File: src/hdl/gtsio_pkg.sv
/*
  gtsio_pkg: shared constants for the genlock, timing and shared-io block.
  assumes a 10 MHz ref_clk; video positions are counted in pixel steps of that clock.
*/
package gtsio_pkg;
  // ***********************************************************
  // register indices, reset values
  // ***********************************************************
  localparam logic [7:0] GTSIO_IDX_PORT_VALUE = 8'h0E;
  localparam logic [7:0] GTSIO_IDX_PORT_DIR = 8'h0F;
  localparam logic [7:0] GTSIO_PORT_RST = 8'h00;
  localparam logic [7:0] GTSIO_DIR_RST = 8'h00;
  // ***********************************************************
  // port bit positions
  // ***********************************************************
  localparam int GTSIO_BIT_CSYNC = 0;
  localparam int GTSIO_BIT_CLAMP = 1;
  localparam int GTSIO_BIT_HSYNC = 2;
  localparam int GTSIO_BIT_FIELD = 3;
  localparam int GTSIO_BIT_SCSYNC = 6;
  localparam int GTSIO_BIT_PALID = 7;
  // ***********************************************************
  // video standard codes, line timing
  // ***********************************************************
  localparam logic [1:0] GTSIO_STD_NTSC = 2'b00;
  localparam logic [1:0] GTSIO_STD_PAL_A = 2'b01;
  localparam logic [1:0] GTSIO_STD_PAL_B = 2'b10;
  localparam logic [10:0] GTSIO_LINE_LEN = 11'h6B4;
  localparam logic [10:0] GTSIO_PALID_WIN_LO = 11'h5A0;
  localparam logic [10:0] GTSIO_PALID_WIN_HI = 11'h5A9;
  localparam logic [10:0] GTSIO_HSYNC_LEN = 11'h07E;
  localparam logic [10:0] GTSIO_CLAMP_LO = 11'h090;
  localparam logic [10:0] GTSIO_CLAMP_HI = 11'h0A8;
  localparam logic [9:0] GTSIO_FIELD_LINES = 10'h106;
  localparam logic [2:0] GTSIO_FIELDS_RESET = 3'h7;
  localparam logic [1:0] GTSIO_QUAD_LAST = 2'h3;
  // ***********************************************************
  // ramp levels (ire)
  // ***********************************************************
  localparam logic [6:0] GTSIO_RAMP_BLANK_IRE = 7'h00;
  localparam logic [6:0] GTSIO_RAMP_WHITE_IRE = 7'h64;
  localparam logic [6:0] GTSIO_RAMP_CHROMA_IRE = 7'h28;
  typedef enum logic [1:0] {
    GTSIO_FREE = 2'b00,
    GTSIO_LOCK = 2'b01,
    GTSIO_SLAVE = 2'b11
  } gtsio_mode_t;
endpackage

File: src/hdl/gtsio_sync2.sv
/*
  gtsio_sync2: two-flop synchroniser for a bus of pin inputs.
  assumes the inputs are asynchronous levels.
*/
`timescale 1ns/1ns
module gtsio_sync2 #(
  parameter int W = 8
) (
  input wire logic ref_clk, // clock
  input wire logic rst_n, // async reset
  input wire logic [W-1:0] d, // async levels
  output logic [W-1:0] q // synchronised levels
);
  logic [W-1:0] meta_q;
  // ***********************************************************
  // first flop read only by the second
  // ***********************************************************
  always_ff @(posedge ref_clk or negedge rst_n) begin
    if (!rst_n) begin
      meta_q <= '0;
      q <= '0;
    end else begin
      meta_q <= d;
      q <= meta_q;
    end
  end
endmodule

File: src/hdl/gtsio_top.sv
/*
  gtsio_top: genlock input handling, sch phase, timing mode, shared port pins, ramp.
  assumes host control bits arrive as plain ports on ref_clk; pins are asynchronous.
*/
`timescale 1ns/1ns
module gtsio_top (
  input wire logic ref_clk, // pixel clock
  input wire logic rst_n, // async reset, active low
  input wire logic genlock_enable, // analog genlock on
  input wire logic ref_quad_rate_select, // reference is four times fsc
  input wire logic [1:0] video_standard, // 00 ntsc, 01/10 pal
  input wire logic master_mode, // master timing selected by host
  input wire logic [15:0] sch_offset, // {sch_offset_high, sch_offset_low}
  input wire logic composite_sync_disable, // pin 0 plain gpio when set
  input wire logic clamp_gate_disable, // pin 1 plain gpio when set
  input wire logic test_ramp_enable, // ramp generator on
  input wire logic pedestal_enable, // ramp needs this low
  input wire logic composite_dac_off, // composite dac power down
  input wire logic svideo_dac_off, // luma/chroma dacs power down
  input wire logic subcarrier_reference_in, // reference square wave pin
  input wire logic eav_seen, // eav decoded this cycle (same clock)
  input wire logic eav_field, // f bit of that eav
  input wire logic eav_vblank, // v bit of that eav
  input wire logic port_wr, // port write strobe
  input wire logic [7:0] port_wr_idx, // register index written
  input wire logic [7:0] port_wr_data, // write data
  input wire logic [7:0] port_pin_in, // pin levels
  output logic [7:0] port_pin_out, // pin drive values
  output logic [7:0] port_pin_oe, // pin drive enables, high drives
  output logic [7:0] port_value, // port value register read
  output logic [7:0] port_dir, // port direction register read
  output logic [15:0] subcarrier_phase, // synthesizer reset phase with offset
  output logic synth_phase_reset, // one-cycle synthesizer reset pulse
  output logic chroma_v_invert, // v axis inverted on this line
  output logic line_blank, // current line blanked
  output logic even_field, // current field is even
  output logic [6:0] ramp_luma_ire, // ramp luma level
  output logic [6:0] ramp_chroma_ire, // ramp chroma amplitude
  output logic ramp_active, // ramp really running
  output logic composite_dac_pd, // composite dac powered down
  output logic svideo_dac_pd, // s-video dacs powered down
  output logic [1:0] ref_phase // reference divider count
);
  import gtsio_pkg::*;

  logic [7:0] pin_s;
  logic ref_s;
  logic [7:0] value_q, value_d;
  logic [7:0] dir_q;
  logic [1:0] div_q;
  logic ref_d1_q;
  logic scsync_d1_q;
  logic [10:0] pix_q;
  logic [9:0] line_q;
  logic [2:0] field_cnt_q;
  logic palid_smp_q;
  logic vinv_q;
  logic hsync_q, field_q, csync_q, clamp_q;
  logic blank_q;
  logic [15:0] phase_q;
  logic pulse_q;
  logic [6:0] luma_q;
  gtsio_mode_t mode;

  // ***********************************************************
  // pin synchronisers
  // ***********************************************************
  gtsio_sync2 #(.W(9)) u_sync (
    .ref_clk(ref_clk),
    .rst_n(rst_n),
    .d({subcarrier_reference_in, port_pin_in}),
    .q({ref_s, pin_s})
  );

  // ***********************************************************
  // pin function selection
  // ***********************************************************
  // decoding kept as named wires so the checker can see the muxing
  wire is_pal = (video_standard == GTSIO_STD_PAL_A) || (video_standard == GTSIO_STD_PAL_B);
  wire scsync_sel = !dir_q[GTSIO_BIT_SCSYNC] && genlock_enable && ref_quad_rate_select;
  wire palid_sel = !dir_q[GTSIO_BIT_PALID] && genlock_enable && is_pal;
  wire master_pins = master_mode && dir_q[GTSIO_BIT_HSYNC] && dir_q[GTSIO_BIT_FIELD];
  wire csync_sel = dir_q[GTSIO_BIT_CSYNC] && !composite_sync_disable;
  wire clamp_sel = dir_q[GTSIO_BIT_CLAMP] && !clamp_gate_disable;
  wire scsync_pin = pin_s[GTSIO_BIT_SCSYNC];
  wire scsync_rise = scsync_sel && scsync_pin && !scsync_d1_q;
  wire ref_rise = ref_s && !ref_d1_q;
  wire line_end = (pix_q == GTSIO_LINE_LEN - 11'h001);
  wire field_end = line_end && (line_q == GTSIO_FIELD_LINES - 10'h001);
  wire palid_win = (pix_q >= GTSIO_PALID_WIN_LO) && (pix_q <= GTSIO_PALID_WIN_HI);
  wire ramp_on = test_ramp_enable && !pedestal_enable;
  wire wr_value = port_wr && (port_wr_idx == GTSIO_IDX_PORT_VALUE);
  wire wr_dir = port_wr && (port_wr_idx == GTSIO_IDX_PORT_DIR);

  assign mode = master_mode ? GTSIO_FREE : (genlock_enable ? GTSIO_LOCK : GTSIO_SLAVE);

  // writes land only on bits that drive a plain output; the others keep their value
  function automatic logic [7:0] writable(input logic [7:0] dir, input logic cs, input logic cl,
                                          input logic mp);
    logic [7:0] m;
    m = dir;
    m[GTSIO_BIT_CSYNC] = dir[GTSIO_BIT_CSYNC] && cs;
    m[GTSIO_BIT_CLAMP] = dir[GTSIO_BIT_CLAMP] && cl;
    m[GTSIO_BIT_HSYNC] = dir[GTSIO_BIT_HSYNC] && !mp;
    m[GTSIO_BIT_FIELD] = dir[GTSIO_BIT_FIELD] && !mp;
    return m;
  endfunction

  wire [7:0] wmask = writable(dir_q, composite_sync_disable, clamp_gate_disable, master_pins);
  assign value_d = wr_value ? ((value_q & ~wmask) | (port_wr_data & wmask)) : value_q;

  // ***********************************************************
  // port registers
  // ***********************************************************
  always_ff @(posedge ref_clk or negedge rst_n) begin
    if (!rst_n) begin
      value_q <= GTSIO_PORT_RST;
      dir_q <= GTSIO_DIR_RST;
    end else begin
      value_q <= value_d;
      if (wr_dir) begin
        dir_q <= port_wr_data;
      end
    end
  end

  // inputs read the pin; outputs read back the stored bit (reads there are loosely defined)
  assign port_value = (dir_q & value_q) | (~dir_q & pin_s);
  assign port_dir = dir_q;

  // ***********************************************************
  // pin drive
  // ***********************************************************
  // all enables follow the direction register, which clears on reset: pins float
  always_comb begin
    port_pin_oe = dir_q;
    port_pin_out = value_q;
    port_pin_out[GTSIO_BIT_CSYNC] = csync_sel ? csync_q : value_q[GTSIO_BIT_CSYNC];
    port_pin_out[GTSIO_BIT_CLAMP] = clamp_sel ? clamp_q : value_q[GTSIO_BIT_CLAMP];
    if (master_pins) begin
      port_pin_out[GTSIO_BIT_HSYNC] = hsync_q;
      port_pin_out[GTSIO_BIT_FIELD] = field_q;
    end
  end

  // ***********************************************************
  // reference divider
  // ***********************************************************
  // sync edge wins over a reference edge in the same cycle; at fsc rate the divider idles at zero
  always_ff @(posedge ref_clk or negedge rst_n) begin
    if (!rst_n) begin
      div_q <= 2'h0;
      ref_d1_q <= 1'b0;
      scsync_d1_q <= 1'b0;
    end else begin
      ref_d1_q <= ref_s;
      scsync_d1_q <= scsync_pin;
      if (scsync_rise) begin
        div_q <= 2'h0;
      end else if (!ref_quad_rate_select) begin
        div_q <= 2'h0;
      end else if (ref_rise) begin
        div_q <= (div_q == GTSIO_QUAD_LAST) ? 2'h0 : div_q + 2'h1;
      end
    end
  end
  assign ref_phase = div_q;

  // ***********************************************************
  // line and field timing
  // ***********************************************************
  // slave mode realigns to each eav; master (free run) and genlock modes count on their own
  always_ff @(posedge ref_clk or negedge rst_n) begin
    if (!rst_n) begin
      pix_q <= 11'h000;
      line_q <= 10'h000;
      field_q <= 1'b0;
      blank_q <= 1'b0;
    end else if (mode == GTSIO_SLAVE && eav_seen) begin
      pix_q <= 11'h000;
      blank_q <= eav_vblank;
      if (eav_field != field_q) begin
        line_q <= 10'h000;
      end else begin
        line_q <= line_q + 10'h001;
      end
      field_q <= eav_field;
    end else if (line_end) begin
      pix_q <= 11'h000;
      line_q <= field_end ? 10'h000 : line_q + 10'h001;
      if (field_end && mode != GTSIO_SLAVE) begin
        field_q <= !field_q;
      end
    end else begin
      pix_q <= pix_q + 11'h001;
    end
  end
  assign line_blank = blank_q;
  assign even_field = field_q;

  // ***********************************************************
  // timing outputs
  // ***********************************************************
  always_ff @(posedge ref_clk or negedge rst_n) begin
    if (!rst_n) begin
      hsync_q <= 1'b0;
      csync_q <= 1'b0;
      clamp_q <= 1'b0;
    end else begin
      hsync_q <= (pix_q < GTSIO_HSYNC_LEN);
      csync_q <= (pix_q < GTSIO_HSYNC_LEN) || blank_q;
      clamp_q <= (pix_q >= GTSIO_CLAMP_LO) && (pix_q < GTSIO_CLAMP_HI);
    end
  end

  // ***********************************************************
  // pal line phase
  // ***********************************************************
  // sampled late in the window, applied only from the next line start
  always_ff @(posedge ref_clk or negedge rst_n) begin
    if (!rst_n) begin
      palid_smp_q <= 1'b0;
      vinv_q <= 1'b0;
    end else begin
      if (palid_win && pix_q == GTSIO_PALID_WIN_HI) begin
        palid_smp_q <= pin_s[GTSIO_BIT_PALID];
      end
      if (line_end) begin
        vinv_q <= palid_sel && palid_smp_q;
      end
    end
  end
  assign chroma_v_invert = vinv_q;

  // ***********************************************************
  // sch phase and eight-field reset
  // ***********************************************************
  always_ff @(posedge ref_clk or negedge rst_n) begin
    if (!rst_n) begin
      field_cnt_q <= 3'h0;
      pulse_q <= 1'b0;
      phase_q <= 16'h0000;
    end else begin
      phase_q <= sch_offset;
      pulse_q <= 1'b0;
      if (field_end && mode == GTSIO_FREE) begin
        field_cnt_q <= field_cnt_q + 3'h1;
        pulse_q <= (field_cnt_q == GTSIO_FIELDS_RESET);
      end
    end
  end
  assign subcarrier_phase = phase_q;
  assign synth_phase_reset = pulse_q;

  // ***********************************************************
  // test ramp
  // ***********************************************************
  // one luma step per pixel, clipped at white; coarse but enough for dg/dp checks
  always_ff @(posedge ref_clk or negedge rst_n) begin
    if (!rst_n) begin
      luma_q <= GTSIO_RAMP_BLANK_IRE;
    end else if (!ramp_on || line_end) begin
      luma_q <= GTSIO_RAMP_BLANK_IRE;
    end else if (luma_q < GTSIO_RAMP_WHITE_IRE) begin
      luma_q <= luma_q + 7'h01;
    end
  end
  assign ramp_luma_ire = luma_q;
  assign ramp_chroma_ire = ramp_on ? GTSIO_RAMP_CHROMA_IRE : 7'h00;
  assign ramp_active = ramp_on;

  // ***********************************************************
  // dac power
  // ***********************************************************
  assign composite_dac_pd = composite_dac_off || !rst_n;
  assign svideo_dac_pd = svideo_dac_off || !rst_n;
endmodule

File: config.mk
export PLATFORM = sky130hd
export DESIGN_NAME = gtsio_top
export DESIGN_NICKNAME = d
export VERILOG_FILES = /design/src/hdl/gtsio_pkg.sv /design/src/hdl/gtsio_sync2.sv /design/src/hdl/gtsio_top.sv
export SDC_FILE = /design/constraint.sdc
export NUM_CORES = 1
export LEC_CHECK = 0
export BUFFER_PORTS_ARGS = -buffer_cell sky130_fd_sc_hd__buf_2
export CORE_MARGIN = 8
export CORE_UTILIZATION = 33
export CTS_BUF_LIST = sky130_fd_sc_hd__clkbuf_8 sky130_fd_sc_hd__clkbuf_16
export DETAILED_ROUTE_END_ITERATION = 10
export PLACE_DENSITY = 0.56
export SYNTH_ARGS = -nofsm -noshare
export SYNTH_HDL_FRONTEND = slang
export SYNTH_SLANG_ARGS = --single-unit
File: constraint.sdc
create_clock -name ref_clk -period 2.3 [get_ports ref_clk]
set_input_delay 0.46 -clock ref_clk [delete_from_list [all_inputs] [get_ports ref_clk]]
set_output_delay 0.46 -clock ref_clk [all_outputs]
set_load 0.005 [all_outputs]
* After elaboration in Yosys (flattened, before gate mapping)
Index checks and enable logic that the tools add are counted.
** Storage, ports and cells
- Register bits :: 93
- Bits of input ports :: 58
- Output and inout bits :: 71
- Word-level logic and storage cells :: 121
** Cells by class
- Add/sub/neg operators :: 5
- $lt $le $gt $ge :: 6
- Equality and inequality tests :: 13
- Muxes and demuxes :: 22
- Bitwise gates (word level) :: 8
- Reduce and logical (&&, ||, !) cells :: 47
** Operators by type and width (count)
- 2-to-1 mux 10 bit :: 4
- AND 8 bit :: 4
- logical AND 1 bit :: 26
- == test 11 bit (second input constant) :: 2
- 2-to-1 mux 11 bit :: 2
- == test 8 x 4 -> 1 bit (second input constant) :: 2
- inverter 8 bit :: 2
- OR 8 bit :: 2
- 2-to-1 mux 2 bit :: 7
- 2-to-1 mux 7 bit :: 2
- adder 11 x 1 -> 11 bit (second input constant) :: 1
- greater-or-equal comparator 11 bit (second input constant) :: 1
- greater-or-equal comparator 11 x 8 -> 1 bit (second input constant) :: 1
- less-or-equal comparator 11 bit (second input constant) :: 1
- zero test 1 bit :: 11
- < comparator 11 x 7 -> 1 bit (second input constant) :: 1
- < comparator 11 x 8 -> 1 bit (second input constant) :: 1
- adder 10 x 1 -> 10 bit (second input constant) :: 1
- == test 10 x 9 -> 1 bit (second input constant) :: 1
- adder 7 x 1 -> 7 bit (second input constant) :: 1
- < comparator 7 bit (second input constant) :: 1
- == test 2 bit (second input constant) :: 3
- 2-to-1 mux 1 bit :: 6
- 2-to-1 mux 6 bit :: 1
- 11 further kinds :: 17

* Longest topological paths before layout
- Depth after elaboration :: 7
- Gate-level depth with buffers :: 6
- Gate-level depth less buffers :: 6

* Hierarchy
Synthesis repeated with hierarchy kept, for this count alone.
** Second synthesis, totals
- Cells, all modules :: 330
- Area, all modules :: 4018.9 µm²
** By module, submodules not included
- gtsio_top :: times used 1, cells an instance 312, area each 3568.4 µm², sequential area each 1876.8 µm²
- gtsio_sync2 :: times used 1, cells an instance 18, area each 450.4 µm², sequential area each 450.4 µm²

* Worst setup path before layout
Ideal clock, no wire load.
- Path type :: flip-flop to flip-flop
- Start point :: register pix_q[0]
- End point :: register line_q[5]
- Setup time :: 0.087 ns
- Arrival :: 1.646 ns
- Required time :: 2.213 ns
- Slack :: 0.567 ns
- Cell stages (with the launch flop) :: 7
- Path buffers :: 1
- Clock period less this slack :: 1.733 ns
- Path through :: dfrtp_1 ha_1 and4_1 a31oi_1 buf_2 nor2_1 a211oi_2
** On the way
- Cells in the longest elaborated chain, start to end :: 5
- Elaborated cells on any way between the ends :: 6
- Classes of those cells :: eq/ne (1); mux (3); reduce/logical (2)
** Ends and longest elaborated chain
- from (decl) :: line gtsio_top.sv:53 : logic [10:0] pix_q;
- from (signal assigned) :: line gtsio_top.sv:195 : pix_q <= pix_q + 11'h001;
- == test 11 bit * :: line gtsio_top.sv:88 : wire line_end = (pix_q == GTSIO_LINE_LEN - 11'h001);
- logical AND 1 bit :: line gtsio_top.sv:89 : wire field_end = line_end && (line_q == GTSIO_FIELD_LINES - 10'h001);
- 2-to-1 mux 10 bit :: line gtsio_top.sv:190 : line_q <= field_end ? 10'h000 : line_q + 10'h001;
- 2-to-1 mux 10 bit :: line gtsio_top.sv:188 : end else if (line_end) begin
- 2-to-1 mux 10 bit :: line gtsio_top.sv:179 : end else if (mode == GTSIO_SLAVE && eav_seen) begin
- to (signal assigned) :: line gtsio_top.sv:185 : line_q <= line_q + 10'h001;
- to (signal assigned) :: line gtsio_top.sv:190
- to (decl) :: line gtsio_top.sv:54 : logic [9:0] line_q;
Every way passes the cells marked *; elsewhere a longest branch is shown, timed or not. The select of a mux whose other input is x is not followed.
A chain may end at the register's enable or synchronous reset.

* Worst setup path after layout
- Start point :: register pix_q[0]
- End point :: register line_q[7]
Same word-level chain as after synthesis.

==> reports/metrics.csv <==
metric,value,unit
status,finished clean,
WL/cell,15.4,µm
Final Hold Viols,0,
slew margin rel.,64.4,%
drt pass-1 iters,4,
Layout Skew,0.0103,ns
cell with the most instances after synthesis,dfrtp_1,
pre-CTS setup slack,0.351,ns
Port Buffers,123,
area delta synth->final,25.4,%
final count of negative-setup-slack endpoints,0,
share of cells above drive strength 1,39.1,%
initial antenna violation count,0,
Worst VDD drop,0.299,mV
total track usage,11.9,%
flop2flop setup slack,0.32,ns
Routed WL,9610,µm
drt drc,0,
Synth Warn #,0,
DP Wirelength,7340,µm
Yosys reg bits,93,
"Net count, final",521,
Post-synth EDFFs,0,
Clock Latency Late Sink,0.34,ns
"Seq/Total Area, Yosys",56.7,%
core area,12100,µm²
CP Cell Sequence,"ha_1, and4_1, a31oi_1, buf_4, or4_1, a22oi_1",
Syn Inst Count,335,
Post-CTS Setup Repair Bufs,0,
Synth Flop Type,dfrtp_1,
Synth cell types,53,
detailed router's first-iteration violation count,136,
Initial Util,34.0,%
final worst path period share,86.3,%
"Cell Area, Synth",4100,µm²
crit path from,pix_q[0]$_DFF_PN0_,
first-pass GRT wire length,15500,µm
CTS tree,built,
commonest cells in the netlist,"dfrtp_1, nand2_1, nor2_1, buf_4, mux2_2",
Power Dens Cells,747,nW/µm²
FF-to-FF End,line_q[7]$_DFFE_PN0P_,
"Clk pin slew, worst setup/hold paths",0.07,ns
Antenna Cells,0,
number of global-route vias before repair,3009,
crit path launch type,register,
Worst setup EP type,register,
top cell type's share of synthesized area,56.7,%
maximum root-to-sink buffer count,2,
Top Ports,129,
"Gates resized, CTS repair",0,
die extent in y,128,µm
vias per cell,4.65,
min cycle time layout,1.98,ns
worst reg2reg path depth,6,
Final Worst Setup Slack,0.316,ns
critical path's slowest cell,or4_1,
H-tree levels,3,
grt total ovfl,0,
GR Layer Usage met2,20.6,%
RR Startpoint,pix_q[0]$_DFF_PN0_,
worst-margin pin slew,0.533,ns
CP bufs+invs,1,
MaxCap Viol Count,0,
Final ANT Viol Nets,0,
worst-path fanout max,16,
Synth area leaders,"dfrtp_1, mux2_2, buf_4",
setup TNS,0,ns
Leak,2.57,nW
"Req. time, crit path",2.54,ns
most used routing layer,met2,
Die W,128,µm
Root Buffer,clkbuf_16,
Tightest Hold Check Type,input pin to asynchronous set/reset pin,
max frequency,0.504,GHz
number of hold buffers added after CTS,0,
routed via count,2909,
Die Footprint,16300,µm²
Synth area leader,dfrtp_1,
CTS Sinks,93,
Num CTS Buffers,9,
RSZ-0062 raised after global routing,no,
"Arr. time, crit path",2.23,ns
Mapped Avg Cell Area,12.3,µm²
"CP delay by family, top",simple AND/OR/NAND/NOR gates,
largest net degree at the start of global routing,94,
met3 usage,2.54,%
# rows,40,
"slowest stage delay, CP",0.50,ns
"Async S/R FF share, synth",100,%
GRT met1 Usage,13.6,%
GP Congestion,0.845,
Setup CP Type,register to register,
fin. max-slew vios,0,
## logic make-up after synthesis
family                     synth area share [%]
AOI/OAI and AO/OA                          6.49
buffers and inverters                      5.00
muxes                                      8.87
xor gates and xnor gates                   3.41
DFF                                        56.7
adders and majority gates                  2.74
other                                    0.0914
and+or+nand+nor                            16.7
## worst max-delay path by stage
stage                            endpoint  slack [ns]  cells past startpoint
global placement    line_q[7]$_DFFE_PN0P_        0.38                      6
CTS                 line_q[7]$_DFFE_PN0P_        0.31                      6
finish              line_q[7]$_DFFE_PN0P_        0.32                      6
floorplan           line_q[5]$_DFFE_PN0P_        0.57                      6
detailed placement  line_q[7]$_DFFE_PN0P_        0.35                      6
global route        line_q[7]$_DFFE_PN0P_        0.18                      6
## cell type report
type,count,area [µm²]
Tap cell,168,210
Multi-Input combinational cell,214,1590
Sequential cell,93,2330
Inverter,6,22.5
Fill cell,1155,6920
Timing Repair Buffer,130,683
Clock inverter,5,76.3
Clock buffer,10,239
## sequential cells by signal, indices dropped and copies added, names as in the netlist, named ones only
register           count
hsync_q                1
csync_q                1
ref_d1_q               1
line_q                10
even_field             1
port_dir               8
clamp_q                1
synth_phase_reset      1
line_blank             1
scsync_d1_q            1
palid_smp_q            1
field_cnt_q            3
ref_phase              2
chroma_v_invert        1
subcarrier_phase      16
u_sync.q               9
ramp_luma_ire          7
pix_q                 11
u_sync.meta_q          9
## metrics by stage
stage	total power [mW]	utilization, %	std cells	hold slack [ns]	instance area, µm²
after floorplan	2.11	-	339	0.164	4120
after global placement	2.31	40.0	611	0.332	4830
after global routing	4.04	42.7	626	0.218	5140
after CTS	3.90	42.7	626	0.214	5140
final	3.84	42.7	626	0.194	5140
after detailed placement	2.31	40.0	611	0.336	4830
## metal layers
layer  share of wire, %  up-vias  wire [µm]
li1                   -     1405          -
met1                 41     1425       3920
met2                 51       70       4900
met3                6.5        9        622
met4                1.8        0        170
met5                  0        -          0
## power by group
part / internal [mW] / total (mW) / switching, mW
Combinational: 0.195 / 0.413 / 0.219
Sequential: 1.74 / 1.87 / 0.126
Clock: 0.972 / 1.57 / 0.593
## worst reg2reg max path: stages (launching register included)
cell and delay, ns:
dfrtp_1 0.40, ha_1 0.28, and4_1 0.25, a31oi_1 0.10, buf_4 0.20, or4_1 0.50
a22oi_1 0.18
## cell usage in the layout (no fill, tap or decap), types with 2 or more instances in the layout
cell type / count
o31ai_1: 2
nand2b_1: 5
conb_1: 5
xor2_1: 11
mux2_1: 8
mux2_2: 19
and3_1: 3
and4_1: 3
xnor2_1: 5
nor2b_1: 4
a21oi_1: 5
buf_2: 122
nor3b_2: 3
nand4_1: 10
mux2_4: 2
nand2_1: 25
buf_4: 7
nor3_1: 3
dfrtp_1: 93
ha_1: 9
bufinv_16: 2
nor4bb_1: 2
inv_1: 8
a31oi_1: 3
or3_1: 7
nor2_1: 21
a22oi_1: 8
mux2i_1: 3
or4_1: 2
nand3_1: 13
or3b_4: 2
o21ai_0: 8
clkbuf_16: 9
and2_1: 4
Power figures use the tool's default switching activity.
